## src/logic/pck_pkg.sv

```systemverilog
// Purpose: Shared constants and types of the clock multiplier and lock block.
// Assumes: One 10 MHz system clock; APB registers, one word each.
// Notes:   Offsets are byte addresses on the register bus.
package pck_pkg;
  // ==========================================================
  // Sizes and register map
  localparam int          NLOOP       = 4;
  localparam int          ADDR_W      = 8;
  localparam logic [7:0]  STATUS_OFS  = 8'h00;
  localparam logic [7:0]  MASK_OFS    = 8'h04;
  localparam logic [7:0]  STATE_OFS   = 8'h08;
  localparam logic [7:0]  USERIO_OFS  = 8'h0c;
  localparam logic [7:0]  CFG_BASE    = 8'h10;
  localparam logic [7:0]  CTL_BASE    = 8'h14;
  localparam logic [7:0]  LOOP_STRIDE = 8'h08;
  // ==========================================================
  // Divider word fields
  localparam int CFG_M_LSB  = 0;
  localparam int CFG_N_LSB  = 8;
  localparam int CFG_K_LSB  = 16;
  localparam int CFG_V_LSB  = 24;
  localparam int CFG_ALT    = 29;
  // ==========================================================
  // Control word fields
  localparam int CTL_EN     = 0;
  localparam int CTL_FBEXT  = 1;
  localparam int CTL_PINOUT = 2;
  localparam int CTL_LCKPIN = 3;
  localparam int CTL_SERIAL = 4;
  localparam int CTL_SHARED = 5;
  localparam int CTL_PH_LSB = 8;
  localparam int CTL_DL_LSB = 12;
  localparam int CTL_EARLY  = 15;
  // ==========================================================
  // Reset values and limits
  localparam logic [31:0] CFG_RST    = 32'h0102_0102;
  localparam logic [31:0] CTL_RST    = 32'h0000_0000;
  localparam logic [11:0] MASK_RST   = 12'h000;
  localparam logic [7:0]  USERIO_RST = 8'hf0;
  localparam logic [7:0]  M_MIN      = 8'h02;
  localparam logic [7:0]  M_MAX      = 8'ha0;
  localparam logic [7:0]  N_MIN      = 8'h01;
  localparam logic [7:0]  N_MAX      = 8'h10;
  localparam logic [3:0]  DLY_MID    = 4'h8;
  // ==========================================================
  // Timing
  localparam int LOCK_TIME_NS  = 10000;
  localparam int CLK_PERIOD_NS = 100;
  localparam int LOCK_CYC      = LOCK_TIME_NS / CLK_PERIOD_NS;
  localparam int REF_GAP_CYC   = 64;
  // ==========================================================
  // Types
  typedef enum logic [1:0] {
    PCK_IDLE   = 2'b00,
    PCK_ACQ    = 2'b01,
    PCK_LOCKED = 2'b11
  } pck_lock_state_type;
  typedef enum logic [1:0] {
    PCK_X1  = 2'b00,
    PCK_X2  = 2'b01,
    PCK_X4  = 2'b10,
    PCK_XNA = 2'b11
  } pck_boost_type;
endpackage : pck_pkg

```

## src/logic/pck_reg_if.sv

```systemverilog
// Purpose: Register access path between the bus slave and the core.
// Assumes: Single clock domain.
// Notes:   wr is a one-cycle pulse at the completing bus edge.
`timescale 1ns/10ps
interface pck_reg_if;
  logic        wr;
  logic [7:0]  addr;
  logic [31:0] wdata;
  logic [31:0] rdata;
  logic        hit;
  modport slave (output wr, output addr, output wdata, input rdata, input hit);
  modport core  (input wr, input addr, input wdata, output rdata, output hit);
endinterface : pck_reg_if

```

## src/logic/pck_apb_slave.sv

```systemverilog
// Purpose: APB slave with one wait state and registered answers.
// Assumes: Master holds the request until pready is seen high.
// Notes:   Unmapped or unaligned addresses answer with pslverr.
`timescale 1ns/10ps
module pck_apb_slave (
  input  wire logic        clk,
  input  wire logic        rst_n,
  input  wire logic        psel,
  input  wire logic        penable,
  input  wire logic        pwrite,
  input  wire logic [7:0]  paddr,
  input  wire logic [31:0] pwdata,
  output logic      [31:0] prdata,
  output logic             pready,
  output logic             pslverr,
  pck_reg_if.slave         rif
);
  // ==========================================================
  // Access phase
  wire access = psel & penable;
  wire first  = access & ~pready;

  assign rif.addr  = paddr;
  assign rif.wdata = pwdata;
  // Writes land only at the edge where the master sees pready.
  assign rif.wr    = access & pready & pwrite & ~pslverr;

  always_ff @(posedge clk) begin
    if (!rst_n) begin
      pready  <= 1'b0;
      prdata  <= 32'h0000_0000;
      pslverr <= 1'b0;
    end else begin
      pready <= first;
      if (first) begin
        prdata  <= pwrite ? 32'h0000_0000 : rif.rdata;
        pslverr <= ~rif.hit;
      end
    end
  end
endmodule : pck_apb_slave

```

## src/logic/pck_loop.sv

```systemverilog
// Purpose: One loop: lock detection, rate synthesis, phase and delay.
// Assumes: Reference and feedback are synchronous samples.
// Notes:   Output rate is capped at one tick per system clock.
`timescale 1ns/10ps
module pck_loop #(
  parameter int REF_GAP_CYC = pck_pkg::REF_GAP_CYC,
  parameter bit SERIAL_OK   = 1'b1
) (
  input  wire logic       clk,
  input  wire logic       rst_n,
  input  wire logic       run,
  input  wire logic       ref_in,
  input  wire logic       fb_in,
  input  wire logic       fb_ext,
  input  wire logic       serial,
  input  wire logic [7:0] mult,
  input  wire logic [4:0] pre_div,
  input  wire logic [7:0] post_div,
  input  wire logic [1:0] phase,
  input  wire logic [2:0] dly,
  input  wire logic       dly_early,
  output logic            gen_clk,
  output logic            tick_out,
  output logic            locked
);
  localparam logic [7:0] GAP  = 8'(REF_GAP_CYC);
  localparam logic [6:0] LAST = 7'(pck_pkg::LOCK_CYC - 1);
  pck_pkg::pck_lock_state_type st_r, st_nxt;
  logic        ref_d_r, fb_d_r, gen_d_r;
  logic [7:0]  rgap_r, fgap_r;
  logic [6:0]  acq_r;
  logic [15:0] acc_r;
  logic [1:0]  q_r;
  logic [15:0] sh_r;
  logic [3:0]  per_r, pcnt_r;
  // ==========================================================
  // Lock detection
  wire ref_edge = ref_in & ~ref_d_r;
  wire fb_edge  = fb_in & ~fb_d_r;
  wire good     = (rgap_r < GAP) & (~fb_ext | (fgap_r < GAP));
  always_comb begin
    st_nxt = st_r;
    case (st_r)
      pck_pkg::PCK_IDLE:   if (run) st_nxt = pck_pkg::PCK_ACQ;
      pck_pkg::PCK_ACQ: begin
        if (!run) st_nxt = pck_pkg::PCK_IDLE;
        else if (good && acq_r == LAST) st_nxt = pck_pkg::PCK_LOCKED;
      end
      pck_pkg::PCK_LOCKED: begin
        if (!run) st_nxt = pck_pkg::PCK_IDLE;
        else if (!good) st_nxt = pck_pkg::PCK_ACQ;
      end
      default:             st_nxt = pck_pkg::PCK_IDLE;
    endcase
  end
  // ==========================================================
  // Rate synthesis: m/(n x post), four ticks per output period
  wire        nco_on = st_r != pck_pkg::PCK_IDLE;
  wire [15:0] thr    = 16'(pre_div * post_div);
  wire [15:0] sum    = acc_r + (ref_edge ? 16'({mult, 2'b00}) : 16'h0000);
  wire        tick   = nco_on & (sum >= thr);
  wire [1:0]  phq    = q_r - phase;
  wire        gen    = phq[1];
  wire [3:0]  d_eff  = ({1'b0, dly} > per_r) ? per_r : {1'b0, dly};
  wire [3:0]  tap    = dly_early ? pck_pkg::DLY_MID - d_eff : pck_pkg::DLY_MID + d_eff;

  always_ff @(posedge clk) begin
    if (!rst_n) begin
      st_r <= pck_pkg::PCK_IDLE;
      {ref_d_r, fb_d_r, gen_d_r} <= 3'b000;
      rgap_r <= 8'h00;
      fgap_r <= 8'h00;
      acq_r  <= 7'h00;
      acc_r  <= 16'h0000;
      q_r    <= 2'b00;
      sh_r   <= 16'h0000;
      per_r  <= 4'h0;
      pcnt_r <= 4'h0;
      {gen_clk, tick_out, locked} <= 3'b000;
    end else begin
      st_r    <= st_nxt;
      ref_d_r <= ref_in;
      fb_d_r  <= fb_in;
      gen_d_r <= gen;
      rgap_r  <= ref_edge ? 8'h00 : (rgap_r == 8'hff ? rgap_r : rgap_r + 8'h01);
      fgap_r  <= fb_edge ? 8'h00 : (fgap_r == 8'hff ? fgap_r : fgap_r + 8'h01);
      acq_r   <= (st_r == pck_pkg::PCK_ACQ && good) ? acq_r + 7'h01 : 7'h00;
      acc_r   <= !nco_on ? 16'h0000 : (tick ? sum - thr : sum);
      q_r     <= q_r + {1'b0, tick};
      sh_r    <= {sh_r[14:0], gen};
      pcnt_r  <= (gen & ~gen_d_r) ? 4'h1 : (pcnt_r == 4'hf ? pcnt_r : pcnt_r + 4'h1);
      if (gen & ~gen_d_r) per_r <= pcnt_r;
      gen_clk  <= sh_r[tap];
      tick_out <= SERIAL_OK & serial & tick;
      locked   <= st_nxt == pck_pkg::PCK_LOCKED;
    end
  end
endmodule : pck_loop

```

## src/logic/pck_top.sv

```systemverilog
// Purpose: Clock multiplier and lock management with an APB register file.
// Assumes: CONFIG_DONE marks the end of device configuration.
// Notes:   Loops 0 and 1 may drive serial capture clocks.
// Summary of operation
// - Loop 0 boost factor must not exceed loop 1; both x1, x2 or x4.
// - Shared input may feed loops 0 and 1; secondary input then unavailable.
// - Four independent loops; only loops 0 and 1 serve serial capture.
// - Output rate is input times m over n times post; ranges checked.
// - Output phase is selectable in ninety degree steps.
// - Output delay moves earlier or later by at most one output period.
// - Output may drive a pin; feedback may come from off chip.
// - Serial mode gives a capture clock at the serial bit rate.
// - Each loop raises its locked flag once locked to its reference.
// - An unused locked flag pin is returned to user input and output.
// - Reference is ignored until configuration is done, then lock starts.
// - Lock is reached once the reference has been good for ten microseconds.
`timescale 1ns/10ps
module pck_top (
  input  wire logic        CLOCK,
  input  wire logic        RST_N,
  input  wire logic        PSEL,
  input  wire logic        PENABLE,
  input  wire logic        PWRITE,
  input  wire logic [7:0]  PADDR,
  input  wire logic [31:0] PWDATA,
  output logic      [31:0] PRDATA,
  output logic             PREADY,
  output logic             PSLVERR,
  output logic             IRQ,
  input  wire logic        CONFIG_DONE,
  input  wire logic        SHARED_CLOCK_INPUT,
  input  wire logic        SECONDARY_CLOCK_INPUT,
  input  wire logic [1:0]  GENERAL_CLOCK_INPUT,
  input  wire logic [3:0]  FEEDBACK_IN,
  output logic      [3:0]  GEN_CLK,
  output logic      [1:0]  CAPTURE_CLK,
  output logic      [3:0]  CLK_PIN_OUT,
  output logic      [3:0]  CLK_PIN_OE_N,
  input  wire logic [3:0]  LOCK_PIN_IN,
  output logic      [3:0]  LOCK_PIN_OUT,
  output logic      [3:0]  LOCK_PIN_OE_N
);
  localparam int N = pck_pkg::NLOOP;
  // ==========================================================
  // Decode helpers
  function automatic logic in_rng(input logic [7:0] v, input logic [7:0] lo,
                                  input logic [7:0] hi);
    in_rng = (v >= lo) && (v <= hi);
  endfunction : in_rng

  function automatic pck_pkg::pck_boost_type boost(input logic [7:0] m,
                                                   input logic [4:0] n,
                                                   input logic [7:0] p);
    logic [15:0] prod;
    prod = 16'(n * p);
    if ({8'h00, m} == prod)             boost = pck_pkg::PCK_X1;
    else if ({8'h00, m} == 16'(prod << 1)) boost = pck_pkg::PCK_X2;
    else if ({8'h00, m} == 16'(prod << 2)) boost = pck_pkg::PCK_X4;
    else                                boost = pck_pkg::PCK_XNA;
  endfunction : boost

  // ==========================================================
  // Register state
  pck_reg_if rif ();
  logic [31:0] cfg_r [N];
  logic [31:0] ctl_r [N];
  logic [11:0] status_r, mask_r;
  logic [7:0]  userio_r;
  logic [N-1:0] locked_d_r, bad_d_r;
  logic [N-1:0] pll_locked_flag;
  logic [N-1:0] gen_w;
  logic [1:0]   tick_w;
  logic [N-1:0] cfg_hit, ctl_hit;

  pck_apb_slave u_apb (
    .clk     (CLOCK),
    .rst_n   (RST_N),
    .psel    (PSEL),
    .penable (PENABLE),
    .pwrite  (PWRITE),
    .paddr   (PADDR),
    .pwdata  (PWDATA),
    .prdata  (PRDATA),
    .pready  (PREADY),
    .pslverr (PSLVERR),
    .rif     (rif)
  );

  // ==========================================================
  // Address decode
  wire st_hit = rif.addr == pck_pkg::STATUS_OFS;
  wire mk_hit = rif.addr == pck_pkg::MASK_OFS;
  wire sv_hit = rif.addr == pck_pkg::STATE_OFS;
  wire uo_hit = rif.addr == pck_pkg::USERIO_OFS;
  assign rif.hit = st_hit | mk_hit | sv_hit | uo_hit | (|cfg_hit) | (|ctl_hit);

  // ==========================================================
  // Per loop fields and checks
  logic [N-1:0] en, rng_ok, run, ref_sel;
  logic [7:0]   m_f [N];
  logic [4:0]   n_f [N];
  logic [7:0]   p_f [N];
  pck_pkg::pck_boost_type bc [N];

  for (genvar i = 0; i < N; i++) begin : g_dec
    wire [7:0] k_f = cfg_r[i][pck_pkg::CFG_K_LSB +: 8];
    wire [4:0] v_f = cfg_r[i][pck_pkg::CFG_V_LSB +: 5];
    assign cfg_hit[i] = rif.addr == 8'(pck_pkg::CFG_BASE + 8'(i) * pck_pkg::LOOP_STRIDE);
    assign ctl_hit[i] = rif.addr == 8'(pck_pkg::CTL_BASE + 8'(i) * pck_pkg::LOOP_STRIDE);
    assign m_f[i] = cfg_r[i][pck_pkg::CFG_M_LSB +: 8];
    assign n_f[i] = cfg_r[i][pck_pkg::CFG_N_LSB +: 5];
    assign p_f[i] = cfg_r[i][pck_pkg::CFG_ALT] ? {3'b000, v_f} : k_f;
    assign en[i]  = ctl_r[i][pck_pkg::CTL_EN];
    assign rng_ok[i] = in_rng(m_f[i], pck_pkg::M_MIN, pck_pkg::M_MAX)
                     & in_rng({3'b000, n_f[i]}, pck_pkg::N_MIN, pck_pkg::N_MAX)
                     & in_rng(k_f, pck_pkg::M_MIN, pck_pkg::M_MAX)
                     & in_rng({3'b000, v_f}, pck_pkg::N_MIN, pck_pkg::N_MAX);
    assign bc[i] = boost(m_f[i], n_f[i], p_f[i]);
  end

  // Loops 0 and 1 form the legacy pair; loop 0 must not out-boost loop 1.
  wire pair_on = en[0] & en[1];
  wire pair_ok = ~pair_on | ((bc[0] != pck_pkg::PCK_XNA) & (bc[1] != pck_pkg::PCK_XNA)
                 & (bc[0] <= bc[1]));
  wire [N-1:0] ok = rng_ok & {2'b11, pair_ok, pair_ok};
  assign run = {N{CONFIG_DONE}} & en & ok;
  wire [N-1:0] bad = en & ~ok;

  // With loop 0 taking the shared input, the secondary input is cut off.
  wire sec_block = ctl_r[0][pck_pkg::CTL_SHARED];
  wire sec_ref   = SECONDARY_CLOCK_INPUT & ~sec_block;
  assign ref_sel = {GENERAL_CLOCK_INPUT, SHARED_CLOCK_INPUT,
                    sec_block ? SHARED_CLOCK_INPUT : sec_ref};

  // ==========================================================
  // Loops
  for (genvar i = 0; i < N; i++) begin : g_loop
    logic tk;
    pck_loop #(
      .REF_GAP_CYC (pck_pkg::REF_GAP_CYC),
      .SERIAL_OK   (i < 2)
    ) u_loop (
      .clk       (CLOCK),
      .rst_n     (RST_N),
      .run       (run[i]),
      .ref_in    (ref_sel[i]),
      .fb_in     (FEEDBACK_IN[i]),
      .fb_ext    (ctl_r[i][pck_pkg::CTL_FBEXT]),
      .serial    (ctl_r[i][pck_pkg::CTL_SERIAL]),
      .mult      (m_f[i]),
      .pre_div   (n_f[i]),
      .post_div  (p_f[i]),
      .phase     (ctl_r[i][pck_pkg::CTL_PH_LSB +: 2]),
      .dly       (ctl_r[i][pck_pkg::CTL_DL_LSB +: 3]),
      .dly_early (ctl_r[i][pck_pkg::CTL_EARLY]),
      .gen_clk   (gen_w[i]),
      .tick_out  (tk),
      .locked    (pll_locked_flag[i])
    );
    if (i < 2) begin : g_cap
      assign tick_w[i] = tk;
    end
  end

  // ==========================================================
  // Events and read mux
  wire [N-1:0] gain = pll_locked_flag & ~locked_d_r;
  wire [N-1:0] loss = ~pll_locked_flag & locked_d_r;
  wire [N-1:0] errv = bad & ~bad_d_r;
  wire [11:0]  ev   = {errv, loss, gain};
  wire [11:0]  clr  = (rif.wr & st_hit) ? rif.wdata[11:0] : 12'h000;

  always_comb begin
    rif.rdata = 32'h0000_0000;
    if (st_hit) rif.rdata = {20'h00000, status_r};
    if (mk_hit) rif.rdata = {20'h00000, mask_r};
    if (sv_hit) rif.rdata = {19'h00000, sec_block, LOCK_PIN_IN, ok, pll_locked_flag};
    if (uo_hit) rif.rdata = {24'h000000, userio_r};
    for (int i = 0; i < N; i++) begin
      if (cfg_hit[i]) rif.rdata = cfg_r[i];
      if (ctl_hit[i]) rif.rdata = ctl_r[i];
    end
  end

  // ==========================================================
  // Register writes
  always_ff @(posedge CLOCK) begin
    if (!RST_N) begin
      status_r   <= 12'h000;
      mask_r     <= pck_pkg::MASK_RST;
      userio_r   <= pck_pkg::USERIO_RST;
      locked_d_r <= '0;
      bad_d_r    <= '0;
    end else begin
      // A new event wins over a clear in the same cycle.
      status_r   <= (status_r & ~clr) | ev;
      locked_d_r <= pll_locked_flag;
      bad_d_r    <= bad;
      if (rif.wr & mk_hit) mask_r <= rif.wdata[11:0];
      if (rif.wr & uo_hit) userio_r <= rif.wdata[7:0];
    end
  end

  for (genvar i = 0; i < N; i++) begin : g_cfg
    always_ff @(posedge CLOCK) begin
      if (!RST_N) begin
        cfg_r[i] <= pck_pkg::CFG_RST;
        ctl_r[i] <= pck_pkg::CTL_RST;
      end else begin
        if (rif.wr & cfg_hit[i]) cfg_r[i] <= rif.wdata;
        if (rif.wr & ctl_hit[i]) ctl_r[i] <= rif.wdata;
      end
    end
  end

  // ==========================================================
  // Registered pins
  logic [N-1:0] pin_en, lck_en;
  for (genvar i = 0; i < N; i++) begin : g_pin
    assign pin_en[i] = ctl_r[i][pck_pkg::CTL_PINOUT];
    assign lck_en[i] = ctl_r[i][pck_pkg::CTL_LCKPIN];
  end

  always_ff @(posedge CLOCK) begin
    if (!RST_N) begin
      IRQ           <= 1'b0;
      GEN_CLK       <= 4'h0;
      CAPTURE_CLK   <= 2'b00;
      CLK_PIN_OUT   <= 4'h0;
      CLK_PIN_OE_N  <= 4'hf;
      LOCK_PIN_OUT  <= 4'h0;
      LOCK_PIN_OE_N <= 4'hf;
    end else begin
      IRQ           <= |(status_r & mask_r);
      GEN_CLK       <= gen_w;
      CAPTURE_CLK   <= tick_w;
      CLK_PIN_OUT   <= gen_w & pin_en;
      CLK_PIN_OE_N  <= ~pin_en;
      LOCK_PIN_OUT  <= (pll_locked_flag & lck_en) | (userio_r[3:0] & ~lck_en);
      LOCK_PIN_OE_N <= (4'h0 & lck_en) | (userio_r[7:4] & ~lck_en);
    end
  end
endmodule : pck_top

```

## config.mk

```make
export PLATFORM = sky130hd
export DESIGN_NAME = pck_top
export DESIGN_NICKNAME = d
export VERILOG_FILES = /design/src/logic/pck_pkg.sv /design/src/logic/pck_reg_if.sv /design/src/logic/pck_apb_slave.sv /design/src/logic/pck_loop.sv /design/src/logic/pck_top.sv
export SDC_FILE = /design/constraint.sdc
export NUM_CORES = 2
export LEC_CHECK = 0
export BUFFER_PORTS_ARGS = -buffer_cell sky130_fd_sc_hd__buf_2
export CAP_MARGIN = 25
export CORE_ASPECT_RATIO = 1.75
export CORE_MARGIN = 2
export CORE_UTILIZATION = 55
export CTS_BUF_LIST = sky130_fd_sc_hd__clkbuf_4 sky130_fd_sc_hd__clkbuf_8
export CTS_CLUSTER_SIZE = 24
export DETAILED_ROUTE_END_ITERATION = 10
export GPL_TIMING_DRIVEN = 0
export PLACE_DENSITY = 0.72
export SLEW_MARGIN = 20
export SYNTH_ARGS = -nofsm -noshare
export SYNTH_HDL_FRONTEND = slang
export SYNTH_SLANG_ARGS = --single-unit
```

## constraint.sdc

```tcl
create_clock -name CLOCK -period 14.5 [get_ports CLOCK]
set_input_delay 2.175 -clock CLOCK [delete_from_list [all_inputs] [get_ports CLOCK]]
set_output_delay 2.175 -clock CLOCK [all_outputs]
set_load 0.1 [all_outputs]
```

## After elaboration in Yosys (flattened, before gate mapping)

Memory sizes are Yosys's and may differ from the RTL's.
Cells that the tools add are included.
W data, S select, Z words.

- Bits in registers: 387
- Bits in writable memories: 256
- Input bits: 58
- Output and inout port bits: 57
- Logic and storage cells: 513
- Memories kept: 2

Memories:

| memory | depth | width | read ports | clocked after Yosys merged registers in | write ports | RTL line | RTL |
|---|---|---|---|---|---|---|---|
| cfg_r | 4 | 32 | 4 | 0 | 4 | pck_top.sv:65 | `logic [31:0] cfg_r [N];` |
| ctl_r | 4 | 32 | 4 | 0 | 4 | pck_top.sv:66 | `logic [31:0] ctl_r [N];` |

- $add $sub $neg: 40
- Multiply operators: 4
- $lt $le $gt $ge: 53
- Equality and inequality tests: 51
- Mux-type cells: 114
- Bitwise gates (word level): 116
- Reductions and logical operators: 56

Operators by type and width:

| kind | number |
|---|---|
| $mux W32 | 17 |
| $add A16 B16 Y16 | 4 |
| $add A8 B1 Y8 const B | 8 |
| $eq A8 B8 Y1 const B | 8 |
| $ge A16 B13 Y1 | 4 |
| $ge A8 B2 Y1 const B | 8 |
| $le A8 B8 Y1 const B | 8 |
| $lt A8 B7 Y1 const B | 8 |
| $mux W16 | 4 |
| $sub A16 B13 Y16 | 4 |
| $and A1 B1 Y1 | 54 |
| $mul A5 B8 Y13 | 4 |
| $mux W2 | 24 |
| $and A4 B4 Y4 | 11 |
| $ge A5 B1 Y1 const B | 8 |
| $le A5 B5 Y1 const B | 8 |
| $mux W1 | 40 |
| $mux W10 | 4 |
| $mux W12 | 3 |
| $eq A8 B5 Y1 const B | 4 |
| $eq A8 B6 Y1 const B | 4 |
| $mux W4 | 8 |
| $mux W8 | 4 |
| $eq A8 B15 Y1 | 2 |
| other kinds (37) | 183 |

## Depth between registers and ports, before layout

An unclocked memory read counts as a cell.

- Word-level depth: 23
- Depth in mapped cells: 31
- Gate-level depth less buffers: 28

## Modules after synthesis

From an unflattened synthesis, not the netlist that was laid out.

- Cells, all modules: 4440
- Area total of the unflattened synthesis: 41649.9 µm²

By module, submodules not included:

| module | instances | cells each | area each (µm²) | seq. area each (µm²) |
|---|---|---|---|---|
| pck_top | 1 | 1656 | 17943.5 | 8948.6 |
| pck_loop (g_loop[1].u_loop) | 1 | 662 | 5599.1 | 1441.4 |
| pck_loop (g_loop[0].u_loop) | 1 | 658 | 5465.2 | 1441.4 |
| pck_loop (g_loop[2].u_loop) | 1 | 662 | 5441.5 | 1421.4 |
| pck_loop (g_loop[3].u_loop) | 1 | 612 | 5383.9 | 1421.4 |
| pck_apb_slave | 1 | 190 | 1816.7 | 680.7 |

## Worst setup path before layout

Ideal clock, no wire load.

- Path kind: register -> register
- Start: memory cfg_r[2][29]
- End: register g_loop[2].u_loop.q_r[0]
- Library setup time: 0.115 ns
- Arrival time: 6.291 ns
- Data required time: 14.385 ns
- Slack: 8.094 ns
- Stages on the path, launching flop included: 29
- Buffers on the path: 3
- Clock period less this slack: 6.406 ns
- Path through: edfxtp_1 -> clkbuf_1 -> mux2i_1 -> nand2b_1 -> fa_1 -> fa_1 -> fa_1 -> inv_1 -> ha_1 -> nor2b_1 -> o21ai_0 -> a21boi_0 -> o21ai_0 -> a21boi_0 -> o21a_1 -> o21a_1 -> or2_2 -> ha_1 -> o21ai_0 -> nand2b_1 -> a21boi_0 -> a41o_1 -> o21ai_0 -> and3_1 -> buf_4 -> buf_6 -> nor2_1 -> ha_1 -> and2_1

RTL lines:

| what | RTL line | RTL |
|---|---|---|
| from (decl) | pck_top.sv:65 |  |
| to (signal assigned) | pck_loop.sv:89 | `q_r <= q_r + {1'b0, tick};` |
| to (decl) | pck_loop.sv:33 | `logic [1:0] q_r;` |

==> qor.yml <==
synth_area_per_cell_um2: 9.69
clk_pin_slew_ns: 0.07
min_to: "status_r[10]$_SDFF_PN0_"
grt_pass1_vias: 29796
die_w_um: 200
dp.final_hpwl_um: 85200
synth_area_um2: 37000
min_period_ns: 7.45
clockPowerShare: 0.381
arrival_ns: 8.02
p_int_mw: 3.15
yosys.area_share.adder: 0.113
max_freq_mhz: 134
r2r_slack_ns: 7.05
slew-limit-headroom: 0.299
synth_xor_area_frac: 0.0551
yosysSeqAreaShare: 0.414
synth_nets: 4168
p_comb_frac: 0.178
synthMuxAreaShare: 0.0442
power.density_nw_per_um2: 107
start_util: 0.557
fillers: 5632
tightest_slew_ns: 1.04
cts.sinks: 639
worst-setup-path-type: "flop to flop"
synth_top_area_share: 0.208
rsz0062_at_grt: "no"
ctsLongestPathBuffers: 3
ys_seq_elements: 639
dp_cells: 4839
drt_iter0_drc: 2756
core-area_um2: 66500
synth_warnings: 0
clock_tree.root_cell: "clkbuf_8"
synth_most_common_cell: "and2_1"
switching_share: 0.284
worst_r2r_endpoint: "g_loop[2].u_loop.q_r[1]$_SDFF_PN0_"
num_vias: 30099
ys_top_cells_by_count: "and2_1 (429), dfxtp_1 (383), nor2_1 (380)"
p_leak_nw: 16.7
critPathSlowestCell: "mux2i_1"
ys_types: 92
die_area_um2: 69500
instances_no_fill: 5030
hold_path_class: "flop to flop"
syn_inst: 3824
avgViaCountPerCell: 5.98
drc_errors: 0
gr-usage-all-layers: 0.316
fin_setup_tns_ns: 0
cts_tree: "built"
antenna_found_initial: 22
crit_required_ns: 15.07
ioPinCount: 115
finalCritPeriodShare: 0.513
gp_congestion: 1.01
drive_above_1_share: 0.0906
crit_path_start_kind: "flop"
cts_buffers: 94
place.port_buffers: 114
cp_common_cell: "o21ai_0"
ir_drop_v: 0.0000904
worstHoldStart: "bad_d_r[2]$_SDFF_PN0_"
synth-simple-area-share: 0.218
dr.pass1.iters: 9
finClkSkew_ns: 0.0426
hold_viol: 0
grt_pass1_wl_um: 169000
end_kind: "flop"
ctsHoldBuffers: 0
synth_edf_count: 256
detail-route-antenna-nets: 0
final-max-slew-violation-count: 0
routed_wl_um: 111000
ys.flop_type: "dfxtp_1"
area_growth_pct: 11.4
grt-ovfl-total: 0
cap_violations: 0
fin_nets: 4392
avgRoutedWirePerCell_um: 22.1
htreeDepth: 3
post_cts_buffers: 0
pwr-share-seq: 0.441
yosys-top-cells-area: "edfxtp_1 (21%), dfxtp_1 (21%), and2_1 (7.2%)"
cts_resized: 0
rows: 125
multi_input_area_um2: 20400
setup_viol: 0
final-seq-area_um2: 15400
insertion_delay_ns: 0.74
async_reset_ff_frac: 0
synth_compound_area_frac: 0.118
grt_max_degree: 25
critPathMaxStageDelay_ns: 0.57
synth_top_family_by_area: "simple AND/OR/NAND/NOR gates"
die-height_um: 347
power_switching_mw: 1.25
yosysTopAreaCell: "edfxtp_1"
reg2reg_depth: 29
hold_depth: 1
path_max_fanout: 10
r2r-start: "cfg_r[2][29]$_SDFFCE_PN0P_"
status: "finished clean"
[final cells by class]
cell class                      count  share of cell area
Multi-Input combinational cell   2831               0.495
Sequential cell                   639               0.372
Clock buffer                      141              0.0428
Tap cell                          889              0.0269
Timing Repair Buffer              128              0.0204
Inverter                          196              0.0178
Buffer                            158              0.0152
Clock inverter                     33             0.00949
Antenna cell                       15            0.000909
[flip-flops by register name, summed over array words and instances, names as in the netlist, 8 cells and up]
signal and flops:
mask_r 12, status_r 12, g_loop.u_loop.pcnt_r 16, g_loop.u_loop.per_r 16, g_loop.u_loop.acq_r 28, g_loop.u_loop.q_r 8
g_loop.u_loop.rgap_r 32, userio_r 8, g_loop.u_loop.st_r 8, g_loop.u_loop.sh_r 64, g_loop.u_loop.fgap_r 32, cfg_r 128
ctl_r 128, g_loop.u_loop.acc_r 64, u_apb.prdata 32
[critical path, delay by kind of cell (launching register included)]
family / cells / cell delay (ns)
buffers and inverters: 4 / 0.82
muxes: 1 / 0.57
AOI/OAI and AO/OA: 10 / 1.86
and+or+nand+nor: 7 / 1.14
adders and majority gates: 6 / 2.43
xor gates and xnor gates: 1 / 0.16
DFF: 1 / 0.32
[worst max path at each step]
| stage | startpoint | end | slack [ns] | cells after the start |
|---|---|---|---|---|
| 4_1_cts | cfg_r[2][29]$_SDFFCE_PN0P_ | g_loop[2].u_loop.q_r[1]$_SDFF_PN0_ | 7.00 | 29 |
| 3_3_place_gp | PADDR[3] | ctl_r[2][26]$_SDFFCE_PN0P_ | 6.51 | 6 |
| 3_5_place_dp | SHARED_CLOCK_INPUT | g_loop[0].u_loop.q_r[0]$_SDFF_PN0_ | 6.99 | 19 |
| 2_1_floorplan | cfg_r[2][29]$_SDFFCE_PN0P_ | g_loop[2].u_loop.q_r[0]$_SDFF_PN0_ | 8.09 | 28 |
| 6_report | cfg_r[2][29]$_SDFFCE_PN0P_ | g_loop[2].u_loop.q_r[1]$_SDFF_PN0_ | 7.05 | 29 |
| 5_1_grt | cfg_r[2][29]$_SDFFCE_PN0P_ | g_loop[2].u_loop.q_r[1]$_SDFF_PN0_ | 6.37 | 29 |
[layer usage]
metal / vias up / wire length [µm] / track usage
met5: - / 86 / 0
met4: 12 / 7900 / 0.205
met3: 410 / 8960 / 0.0580
met2: 1230 / 53700 / 0.545
met1: 14436 / 40400 / 0.359
li1: 14011 / - / -
[cell families (layout without fill, tap and decap cells)]
logic type | Yosys count | count (layout)
AO/OA/AOI/OAI | 636 | 636
XOR/XNOR | 222 | 222
adder cells (fa/ha/maj) | 286 | 286
buffers and inverters | 354 | 656
flip-flops | 639 | 639
multiplexers | 133 | 133
other | 0 | 15
AND/OR/NAND/NOR | 1554 | 1554
[stage by stage]
step           area [µm²]  hold WS (ns)  utilization  power, mW  worst slack [ns]
2_1_floorplan       37000         0.395            -       2.55              8.09
3_3_place_gp        38700         0.405        0.583       2.74              6.51
3_5_place_dp        39100         0.406        0.588       2.75              6.99
4_1_cts             41200         0.411        0.620       4.40              7.00
5_1_grt             41300         0.427        0.621       4.57              6.37
6_report            41300         0.409        0.621       4.40              7.05
[power by group through the flow]
stage	logic [mW]	registers [mW]	clock network, mW
6_report	0.784	1.94	1.68
5_1_grt	0.864	1.94	1.76
4_1_cts	0.779	1.94	1.69
3_5_place_dp	0.773	1.98	0
3_3_place_gp	0.753	1.98	0
2_1_floorplan	0.574	1.98	0
[layout by cell type, fill, tap and decap left out, types with 34 or more instances in the layout]
master and instances:
clkbuf_8 113, o21ai_0 112, ha_1 206, a21oi_1 136, buf_2 122, nor2b_1 84
nand2b_1 42, a31oi_1 34, nor2_1 380, nor4_1 42, a222oi_1 48, dfxtp_1 383
a22oi_1 54, edfxtp_1 256, xnor2_1 127, nand3_1 113, clkbuf_1 128, xor2_1 88
fa_1 80, mux2i_1 97, and2_1 429, inv_1 196, nor3_1 63, nand2_1 236
and3_1 41
Power figures use the tool's default switching activity.
